File: src/egc_pkg.sv
// register map, field layout and timing constants of the echo group control block
package egc_pkg;
  // register indices; byte address is four times the index
  localparam logic [11:0] EGC_IDX_CTRL_BASE = 12'h400; // group g at base + g
  localparam logic [11:0] EGC_IDX_QUEUE     = 12'h410;
  localparam logic [11:0] EGC_IDX_IRQ_STAT  = 12'h420;
  localparam logic [11:0] EGC_IDX_IRQ_MASK  = 12'h421;
  localparam int          EGC_ADDR_LSB      = 2;       // word aligned
  // group control fields
  localparam int EGC_BIT_POWER   = 0;
  localparam int EGC_BIT_LAW     = 1;
  localparam int EGC_BIT_FORMAT  = 2;
  localparam int EGC_BIT_MASK_A  = 3;
  localparam int EGC_BIT_MASK_B  = 4;
  localparam int EGC_CTRL_W      = 5;
  localparam logic [EGC_CTRL_W-1:0] EGC_CTRL_RST = 5'h00;
  // interrupt queue fields
  localparam int EGC_BIT_PEND    = 7;
  localparam int EGC_CODE_W      = 5;
  localparam logic [7:0] EGC_QUEUE_RST = 8'h00;
  // event status fields
  localparam int EGC_EV_PUSH     = 0;
  localparam int EGC_EV_OVFL     = 1;
  localparam int EGC_EV_W        = 2;
  localparam logic [EGC_EV_W-1:0] EGC_EV_RST = 2'h0;
  // bypass delay and init length in frames; the logic uses neither
  localparam int EGC_BYPASS_FRAMES = 2;
  localparam int EGC_INIT_FRAMES   = 2;
  // bus phase tracker
  typedef enum logic [1:0] {
    EGC_BUS_IDLE  = 2'b00,
    EGC_BUS_WRITE = 2'b01,
    EGC_BUS_WDONE = 2'b10
  } egc_bus_t;
endpackage
File: src/egc_group_ctrl.sv
// per-group control bits and interrupt queue behind an AHB-Lite slave
//
// The AHB-Lite interface to the registers was chosen for this implementation.
`timescale 1ns/1ps

module egc_group_ctrl
  import egc_pkg::*;
#(
  parameter int NGROUPS = 4,
  parameter int QDEPTH  = 8
) (
  input  wire logic               i_clk,
  input  wire logic               i_nrst,
  // AHB-Lite slave
  input  wire logic               i_hsel,
  input  wire logic [31:0]        i_haddr,
  input  wire logic [1:0]         i_htrans,
  input  wire logic               i_hwrite,
  input  wire logic [2:0]         i_hsize,
  input  wire logic [31:0]        i_hwdata,
  input  wire logic               i_hready,
  output logic                    o_hreadyout,
  output logic                    o_hresp,
  output logic [31:0]             o_hrdata,
  // tone detector events, one-cycle pulses from on-chip logic
  input  wire logic [NGROUPS-1:0] i_tone_a,
  input  wire logic [NGROUPS-1:0] i_tone_b,
  // per-group controls toward the cancellers, then the interrupt output
  output logic [NGROUPS-1:0]      o_group_power_on,
  output logic [NGROUPS-1:0]      o_pcm_bypass,
  output logic [NGROUPS-1:0]      o_companded,
  output logic [NGROUPS-1:0]      o_alaw,
  output logic [NGROUPS-1:0]      o_group_init,
  output logic                    o_irq
);

  localparam int QPTR_W = $clog2(QDEPTH);
  localparam int QCNT_W = $clog2(QDEPTH + 1);
  localparam int NSRC   = 2 * NGROUPS;

  egc_bus_t                 bus_state;
  logic [11:0]              wr_idx;
  logic [EGC_CTRL_W-1:0]    ctrl [NGROUPS];
  logic [NGROUPS-1:0]       power_d;
  logic [EGC_CODE_W-1:0]    qmem [QDEPTH];
  logic [QPTR_W-1:0]        qwr_ptr;
  logic [QPTR_W-1:0]        qrd_ptr;
  logic [QCNT_W-1:0]        qcount;
  logic                     pend;
  logic [EGC_EV_W-1:0]      ev_stat;
  logic [EGC_EV_W-1:0]      ev_mask;
  logic [NSRC-1:0]          src_req;
  logic                     push;
  logic [EGC_CODE_W-1:0]    push_code;
  logic                     addr_take;
  logic [11:0]              addr_idx;
  logic                     queue_pop;
  logic                     qfull;
  logic                     overflow;

  // address phase decode
  assign addr_take = i_hsel & i_htrans[1] & i_hready;
  assign addr_idx  = i_haddr[EGC_ADDR_LSB +: 12];
  assign queue_pop = addr_take & ~i_hwrite & (addr_idx == EGC_IDX_QUEUE) & (qcount != '0);
  assign o_hresp   = 1'b0;
  assign o_hreadyout = (bus_state != EGC_BUS_WRITE); // write data taken in a wait cycle

  // bus phase tracker; a write stalls one cycle so a following read sees it
  always_ff @(posedge i_clk or negedge i_nrst) begin
    if (!i_nrst) begin
      bus_state <= EGC_BUS_IDLE;
      wr_idx    <= 12'h000;
    end else begin
      case (bus_state)
        EGC_BUS_IDLE,
        EGC_BUS_WDONE: begin
          if (addr_take && i_hwrite) begin
            bus_state <= EGC_BUS_WRITE;
            wr_idx    <= addr_idx;
          end else begin
            bus_state <= EGC_BUS_IDLE;
          end
        end
        EGC_BUS_WRITE: bus_state <= EGC_BUS_WDONE;
        default:       bus_state <= EGC_BUS_IDLE;
      endcase
    end
  end

  // per-group control registers and their decoded outputs
  genvar g;
  generate
    for (g = 0; g < NGROUPS; g++) begin : gen_grp
      always_ff @(posedge i_clk or negedge i_nrst) begin
        if (!i_nrst) begin
          ctrl[g] <= EGC_CTRL_RST;
        end else if (bus_state == EGC_BUS_WRITE &&
                     wr_idx == EGC_IDX_CTRL_BASE + 12'(g)) begin
          ctrl[g] <= i_hwdata[EGC_CTRL_W-1:0];
        end
      end
      assign o_group_power_on[g] = ctrl[g][EGC_BIT_POWER];
      assign o_pcm_bypass[g]     = ~ctrl[g][EGC_BIT_POWER];
      assign o_companded[g]      = ctrl[g][EGC_BIT_FORMAT];
      assign o_alaw[g]           = ctrl[g][EGC_BIT_LAW];
      assign o_group_init[g]     = ctrl[g][EGC_BIT_POWER] & ~power_d[g];
      // tone events pass only from powered groups with the mask clear
      assign src_req[2*g]   = i_tone_a[g] & ctrl[g][EGC_BIT_POWER]
                              & ~ctrl[g][EGC_BIT_MASK_A];
      assign src_req[2*g+1] = i_tone_b[g] & ctrl[g][EGC_BIT_POWER]
                              & ~ctrl[g][EGC_BIT_MASK_B];
    end
  endgenerate

  // previous power bits for the rising-edge init pulse
  always_ff @(posedge i_clk or negedge i_nrst) begin
    if (!i_nrst) begin
      power_d <= '0;
    end else begin
      power_d <= o_group_power_on;
    end
  end

  // lowest-numbered requesting source wins a cycle; others are dropped
  always_comb begin
    push      = 1'b0;
    push_code = '0;
    for (int s = NSRC - 1; s >= 0; s--) begin
      if (src_req[s]) begin
        push      = 1'b1;
        push_code = EGC_CODE_W'(s);
      end
    end
  end

  assign qfull    = (qcount == QCNT_W'(QDEPTH));
  assign overflow = push & qfull & ~queue_pop;

  // interrupt queue storage
  always_ff @(posedge i_clk) begin
    if (push && (!qfull || queue_pop)) begin
      qmem[qwr_ptr] <= push_code;
    end
  end

  // queue pointers and fill count
  always_ff @(posedge i_clk or negedge i_nrst) begin
    if (!i_nrst) begin
      qwr_ptr <= '0;
      qrd_ptr <= '0;
      qcount  <= '0;
    end else begin
      if (push && (!qfull || queue_pop)) begin
        qwr_ptr <= (qwr_ptr == QPTR_W'(QDEPTH - 1)) ? '0 : qwr_ptr + 1'b1;
      end
      if (queue_pop) begin
        qrd_ptr <= (qrd_ptr == QPTR_W'(QDEPTH - 1)) ? '0 : qrd_ptr + 1'b1;
      end
      if ((push && !qfull) && !queue_pop) begin
        qcount <= qcount + 1'b1;
      end else if (queue_pop && !push) begin
        qcount <= qcount - 1'b1;
      end
    end
  end

  // pending flag: a new entry sets it, a queue read clears it unless entries remain
  always_ff @(posedge i_clk or negedge i_nrst) begin
    if (!i_nrst) begin
      pend <= 1'b0;
    end else if (push) begin
      pend <= 1'b1;
    end else if (addr_take && !i_hwrite && addr_idx == EGC_IDX_QUEUE) begin
      pend <= (qcount > QCNT_W'(1));
    end
  end

  // sticky event status, write one to clear, set wins
  always_ff @(posedge i_clk or negedge i_nrst) begin
    if (!i_nrst) begin
      ev_stat <= EGC_EV_RST;
    end else begin
      if (bus_state == EGC_BUS_WRITE && wr_idx == EGC_IDX_IRQ_STAT) begin
        ev_stat <= (ev_stat & ~i_hwdata[EGC_EV_W-1:0]) | {overflow, push};
      end else begin
        ev_stat <= ev_stat | {overflow, push};
      end
    end
  end

  // interrupt mask register
  always_ff @(posedge i_clk or negedge i_nrst) begin
    if (!i_nrst) begin
      ev_mask <= EGC_EV_RST;
    end else if (bus_state == EGC_BUS_WRITE && wr_idx == EGC_IDX_IRQ_MASK) begin
      ev_mask <= i_hwdata[EGC_EV_W-1:0];
    end
  end

  assign o_irq = |(ev_stat & ev_mask);

  // read data captured in the address phase
  always_ff @(posedge i_clk or negedge i_nrst) begin
    if (!i_nrst) begin
      o_hrdata <= 32'h00000000;
    end else if (addr_take && !i_hwrite) begin
      o_hrdata <= 32'h00000000;
      if (addr_idx == EGC_IDX_QUEUE) begin
        o_hrdata[EGC_BIT_PEND] <= pend;
        o_hrdata[EGC_CODE_W-1:0] <= (qcount != '0) ? qmem[qrd_ptr] : '0;
      end else if (addr_idx == EGC_IDX_IRQ_STAT) begin
        o_hrdata[EGC_EV_W-1:0] <= ev_stat;
      end else if (addr_idx == EGC_IDX_IRQ_MASK) begin
        o_hrdata[EGC_EV_W-1:0] <= ev_mask;
      end else begin
        for (int k = 0; k < NGROUPS; k++) begin
          if (addr_idx == EGC_IDX_CTRL_BASE + 12'(k)) begin
            o_hrdata[EGC_CTRL_W-1:0] <= ctrl[k];
          end
        end
      end
    end
  end

endmodule

File: config.mk
export PLATFORM = sky130hd
export DESIGN_NAME = egc_group_ctrl
export DESIGN_NICKNAME = d
export VERILOG_FILES = /design/src/egc_pkg.sv /design/src/egc_group_ctrl.sv
export SDC_FILE = /design/constraint.sdc
export NUM_CORES = 1
export LEC_CHECK = 0
export ABC_AREA = 0
export BUFFER_PORTS_ARGS = -buffer_cell sky130_fd_sc_hd__clkbuf_2
export CAP_MARGIN = 10
export CORE_MARGIN = 8
export CORE_UTILIZATION = 46
export CTS_CLUSTER_SIZE = 12
export DETAILED_ROUTE_END_ITERATION = 10
export PLACE_DENSITY = 0.76
export SLEW_MARGIN = 20
export SYNTH_ARGS = -nofsm -noshare
export SYNTH_HDL_FRONTEND = slang
export SYNTH_SLANG_ARGS = --single-unit
File: constraint.sdc
create_clock -name i_clk -period 1.8 [get_ports i_clk]
set_input_delay 0.36 -clock i_clk [delete_from_list [all_inputs] [get_ports i_clk]]
set_output_delay 0.36 -clock i_clk [all_outputs]
set_load 0.01 [all_outputs]
After elaboration in Yosys (flattened, before gate mapping)
Memory sizes are Yosys's and may differ from the RTL's.
Cells that the tools add are included.
Widths: inputs -> output; s select.
{ "totals": {"mem_count": 1, "regBits": 59, "output_inout_bits": 55, "word_cells": 152, "input_bits": 82, "ram_bits": 40} }
{ "mem_list": {"columns": ["memory", "depth", "width", "rd", "rd_ports_with_merged_regs", "wr", "line_no", "source"], "rows": [
  ["qmem", 8, 5, 1, 0, 1, "egc_group_ctrl.sv:45", "logic [EGC_CODE_W-1:0] qmem [QDEPTH];"]
]} }
{ "classes": {"bitwise_logic": 50, "reduce_logical": 25, "magnitude_cmp": 1, "n_eq_ne": 19, "n_addsub": 4, "n_mux": 38} }
{ "ops": {"columns": ["op", "count"], "rows": [
  ["$eq 12x11->1 const B", 13],
  ["$mux 5", 13],
  ["$and 1x1->1", 27],
  ["$not 1->1", 18],
  ["$mux 3", 5],
  ["$mux 1", 14],
  ["$logic_and 1x1->1", 13],
  ["$mux 4", 2],
  ["$add 3x1->3 const B", 2],
  ["$eq 3x3->1 const B", 2],
  ["$mux 2", 3],
  ["$add 4x1->4 const B", 1],
  ["$and 2x2->2", 2],
  ["$eq 4x4->1 const B", 1],
  ["$gt 4x1->1 const B", 1],
  ["$logic_not 1->1", 4],
  ["$or 2x2->2", 2],
  ["$pmux 2 s2", 1],
  ["$reduce_bool 2->1", 2],
  ["$reduce_bool 4->1", 1],
  ["$reduce_or 2->1", 2],
  ["$sub 4x1->4 const B", 1],
  ["$eq 2x1->1 const B", 1],
  ["$eq 2x2->1 const B", 1],
  ["5 further kinds", 5]
]} }

Logic depth before layout (Yosys ltp)
{ "depth": {"word_depth": 14, "depth_mapped": 7, "ltp_nobuf": 7} }

Least setup slack after synthesis
No wires, ideal clock.
{ "synth_timing": {"kind": "in2reg", "from": "input port i_haddr[11]", "to": "memory qmem[3][0] (enable)", "t_required_ps": 1450, "setup_time_ps": 350, "stages": 6, "arrival_ps": 1657, "path_slack_ps": -207, "cell_sequence": "nor4b_2 -> and4_1 -> buf_6 -> or2_4 -> nand3_2 -> nor3b_1"} }
{ "synth_via": {"elab_chain_len": 7} }
{ "synth_lines": {"columns": ["item", "line_no", "source"], "rows": [
  ["from (decl)", "egc_group_ctrl.sv:16", "input wire logic [31:0] i_haddr,"],
  ["$eq 12x11->1", "egc_group_ctrl.sv:64", "assign queue_pop = addr_take & ~i_hwrite & (addr_idx == EGC_IDX_QUEUE) & (qcount != '0);"],
  ["$and 1x1->1 (2 in a row)", "egc_group_ctrl.sv:64", null],
  ["$logic_or 1x1->1", "egc_group_ctrl.sv:141", "if (push && (!qfull || queue_pop)) begin"],
  ["$logic_and 1x1->1", "egc_group_ctrl.sv:141", null],
  ["$mux 1", "egc_group_ctrl.sv:141", null],
  ["$mux 1 (not written as such)", "egc_group_ctrl.sv:142", "qmem[qwr_ptr] <= push_code;"],
  ["to (decl)", "egc_group_ctrl.sv:45", null]
]} }
Every way passes these cells.

Worst setup path in the final report
{ "layout_timing": {"from": "register wr_idx[4]", "to": "register ctrl[18] (netlist bit)"} }
{ "layout_via": {"elab_chain_len": 2} }
{ "layout_lines": {"columns": ["item", "line_no", "source"], "rows": [
  ["from (decl)", "egc_group_ctrl.sv:42", "logic [11:0] wr_idx;"],
  ["from (signal assigned)", "egc_group_ctrl.sv:79", "wr_idx <= addr_idx;"],
  ["$eq 12x11->1", "egc_group_ctrl.sv:98", "wr_idx == EGC_IDX_CTRL_BASE + 12'(g)) begin"],
  ["$logic_and 1x1->1", "egc_group_ctrl.sv:97", "end else if (bus_state == EGC_BUS_WRITE &&"],
  ["to (signal, indexed assignment)", "egc_group_ctrl.sv:99", "ctrl[g] <= i_hwdata[EGC_CTRL_W-1:0];"],
  ["to (decl)", "egc_group_ctrl.sv:43", "logic [EGC_CTRL_W-1:0] ctrl [NGROUPS];"]
]} }
Every way passes these cells.
A chain may end at the register's enable or synchronous reset.

==> run_results.csv <==
group,metric,value,unit
outcome,failed_checks,"setup timing",
floorplan,io_pins,137,
sta,worstMarginPinSlew,521,ps
critical_path,arrival,2060,ps
global_route,grt_max_degree,60,
sta,finalWorstSetupSlack,-16.3,ps
power_and_ir_drop,ir_drop,517,uV
clock_network,tritoncts,"done",
sta,finalCritPeriodShare,1.01,
clock_network,clk_latency,370,ps
detailed_routing,vias_per_cell,5.34,
clock_network,root_buffer,"clkbuf_8",
synthesis,ys_types,60,
critical_path,cp_max_fo,5,
place,port_buffers,58,
finish,drive_above_1_share,0.477,
power_and_ir_drop,p_sw,1670,uW
place,post-dp-hpwl,7620,microns
power_and_ir_drop,p_int,3610,uW
critical_path,crit_start,"wr_idx[4]$_DFFE_PN0P_",
place,place.gp.congestion,0.860,
outcome,outcome,"complete, but fails checks",
sta,timing.hold.ws,243,ps
sta,slew_violations,0,
finish,fin_area,5380,sq um
detailed_routing,route.detailed.drc,0,
global_route,antenna_found_initial,0,
synthesis,netlist.area_leader.share,0.338,
floorplan,num_rows,35,
synthesis,synth_seq_cells,83,
finish,antenna_cells,0,
clock_network,cts_buffer_depth,2,
synthesis,synth_edf_count,24,
critical_path,end_kind,"flip-flop",
floorplan,die_y,113,microns
floorplan,initial_core_util,0.473,
detailed_routing,wl_per_cell,17.5,microns
min_path,min_from,"i_haddr[12]",
detailed_routing,drt_iter0_drc,206,
sta,skew,13.9,ps
detailed_routing,postRouteAntennaNets,0,
global_route,track_usage,0.160,
sta,period_minus_slack,1820,ps
clock_network,numCtsBuffers,9,
power_and_ir_drop,power_leakage,0.00237,uW
synthesis,yosys.area.top_type,"dfrtp_1",
global_route,grt_pass1_vias,3300,
floorplan,dieWidth,113,microns
sta,rsz0062_at_grt,"true",
detailed_routing,vias,3109,
synthesis,ys_top_cells_by_area,"dfrtp_1, edfxtp_1, mux2_2, buf_4, mux4_2",
global_route,overflow,0,
place,pre_cts_ws,-240,ps
finish,area_growth,23.2,%
sta,clock.fmax,551,MHz
detailed_routing,dr.pass1.iters,5,
floorplan,die_area,12900,sq um
synthesis,ys.warnings.count,0,
clock_network,htree_levels,3,
sta,hold_viol_final,0,
power_and_ir_drop,pwr-share-clk,0.261,
sta,relSlewSlack,0.644,
sta,setup_viol,5,
synthesis,synth_area,4370,sq um
power_and_ir_drop,p_per_area,982,nW/um^2
synthesis,synth-async-reset-ratio,0.711,
power_and_ir_drop,switching_share,0.317,
floorplan,core_area,9240,sq um
place,dpl_cell_area,5010,sq um
synthesis,syn-mean-instance-area,12.6,sq um
power_and_ir_drop,power.total,5280,uW
critical_path,criticalPathCategory,"flip-flop to flip-flop",
min_path,min_path_type,"input port to flip-flop",
power_and_ir_drop,pwr-share-seq,0.471,
sta,finalSetupTns,-39.2,ps
run,maxCapViolCount,0,
synthesis,synth-main-ff-cell,"dfrtp_1",
finish,final_nets,537,
clock_network,clock-sinks,83,
synthesis,ys_seq_area_frac,0.503,
clock_network,clkTransAtPathRegs,90,ps
global_route,grt_pass1_wl,16400,microns
power_and_ir_drop,combPwrFrac,0.268,
synthesis,synth_cells,347,
detailed_routing,wl,10200,microns
critical_path,worstPathRequired,2040,ps
critical_path,cp-start-kind,"flip-flop",
critical_path,r2r-start,"wr_idx[4]$_DFFE_PN0P_",
## final timing paths
| path | end | slack [ps] | cells past startpoint |
|---|---|---|---|
| min in group asynchronous | o_hrdata[7]$_DFFE_PN0P_ | 520 | 3 |
| worst max register to register | ctrl[18]$_DFFE_PN0P_ | -20 | 6 |
| max in group asynchronous | qrd_ptr[1]$_DFFE_PN0P_ | 990 | 3 |
| worst min-delay path | wr_idx[10]$_DFFE_PN0P_ | 240 | 2 |
| worst max-delay path | ctrl[18]$_DFFE_PN0P_ | -20 | 6 |
| worst min register to register | o_hrdata[4]$_DFFE_PN0P_ | 480 | 2 |
## routing by layer
metal,GRT usage,wire [microns],up-vias,part of all wire
met5,0,0,-,0
met4,0.0586,206,0,0.020
met3,0.0565,831,14,0.082
met2,0.262,4790,135,0.47
met1,0.190,4340,1532,0.43
li1,-,-,1428,-
## per-stage QoR
step	utilization	std cells
6_report	0.583	582
5_1_grt	0.583	582
4_1_cts	0.574	582
3_5_place_dp	0.543	561
3_3_place_gp	0.543	561
2_1_floorplan	-	373
## critical path, stage by stage (launching register included)
cell      delay [ps]
dfrtp_1          420
nor4b_4          310
and4b_2          320
buf_6            120
nand3b_1         100
buf_6            170
mux2_2           270
## cell usage after synthesis, drive strengths merged, types with 2 or more instances
| master | n |
|---|---|
| a22o | 3 |
| or3 | 2 |
| o21ai | 10 |
| mux2 | 43 |
| nor2b | 9 |
| nor3b | 4 |
| o21a | 2 |
| dfrtp | 59 |
| a21o | 2 |
| nand3b | 3 |
| nand4 | 7 |
| nor3 | 7 |
| clkbuf | 4 |
| ha | 7 |
| nor4 | 3 |
| nand3 | 7 |
| mux2i | 3 |
| edfxtp | 24 |
| and4 | 4 |
| a21oi | 5 |
| nand2 | 21 |
| nor2 | 12 |
| nand2b | 5 |
| mux4 | 8 |
| a2111oi | 2 |
| o41ai | 2 |
| buf | 45 |
| nor4b | 5 |
| and4b | 3 |
| a22oi | 4 |
| o22a | 3 |
| o2111ai | 3 |
| inv | 10 |
| o2bb2ai | 2 |
| or2 | 2 |
## kinds of logic after synthesis
family | Yosys count | synth area share
simple gates | 97 | 0.146
compound gates | 46 | 0.0785
mux | 54 | 0.162
fa+ha+maj | 7 | 0.0201
other cells | 1 | 0.000859
buf+inv | 59 | 0.0891
flops | 83 | 0.503
## power by group through the flow
stage | clock network (uW) | registers, uW | logic, uW
after floorplan | 0 | 2450 | 930
after global placement | 0 | 2470 | 1260
after global routing | 1470 | 2530 | 1570
after detailed placement | 0 | 2500 | 1320
final | 1380 | 2490 | 1420
after CTS | 1390 | 2470 | 1350
## sequential cells by signal, indices dropped and copies added (netlist names), 3 cells and up
name,count
qmem,24
wr_idx,12
ctrl,8
o_hrdata,6
o_alaw,4
o_companded,4
o_group_power_on,4
power_d,4
qcount,4
qrd_ptr,3
qwr_ptr,3
## layout by cell type (no fill, tap or decap), types with 8 or more instances in the layout
cell and count:
dfrtp_1 58, clkbuf_2 58, buf_4 49, mux2_2 35, conb_1 27, edfxtp_1 24, nand2_1 19, inv_1 10
nor2_1 10, clkbuf_8 9, mux2_4 8
## what timing repair did
action / 4_1_cts / 5_1_grt
endpoints found under the hold margin: 2 / 0
hold buffers: 1 / 0
setup buffers: 4 / 0
gates resized for setup: 13 / 22
pin swaps: 4 / 5
setup endpoints to repair: 30 / 58
## area by class of cell
| cell class | instances | area (sq um) |
|---|---|---|
| clock buffers | 9 | 124 |
| clock inverters | 7 | 73.8 |
| fillers | 723 | 3860 |
| inverters | 10 | 37.5 |
| multi-input cells | 231 | 2050 |
| flip-flops and latches | 83 | 2200 |
| well taps | 129 | 161 |
| repair buffers | 113 | 733 |
Power figures use the tool's default switching activity.
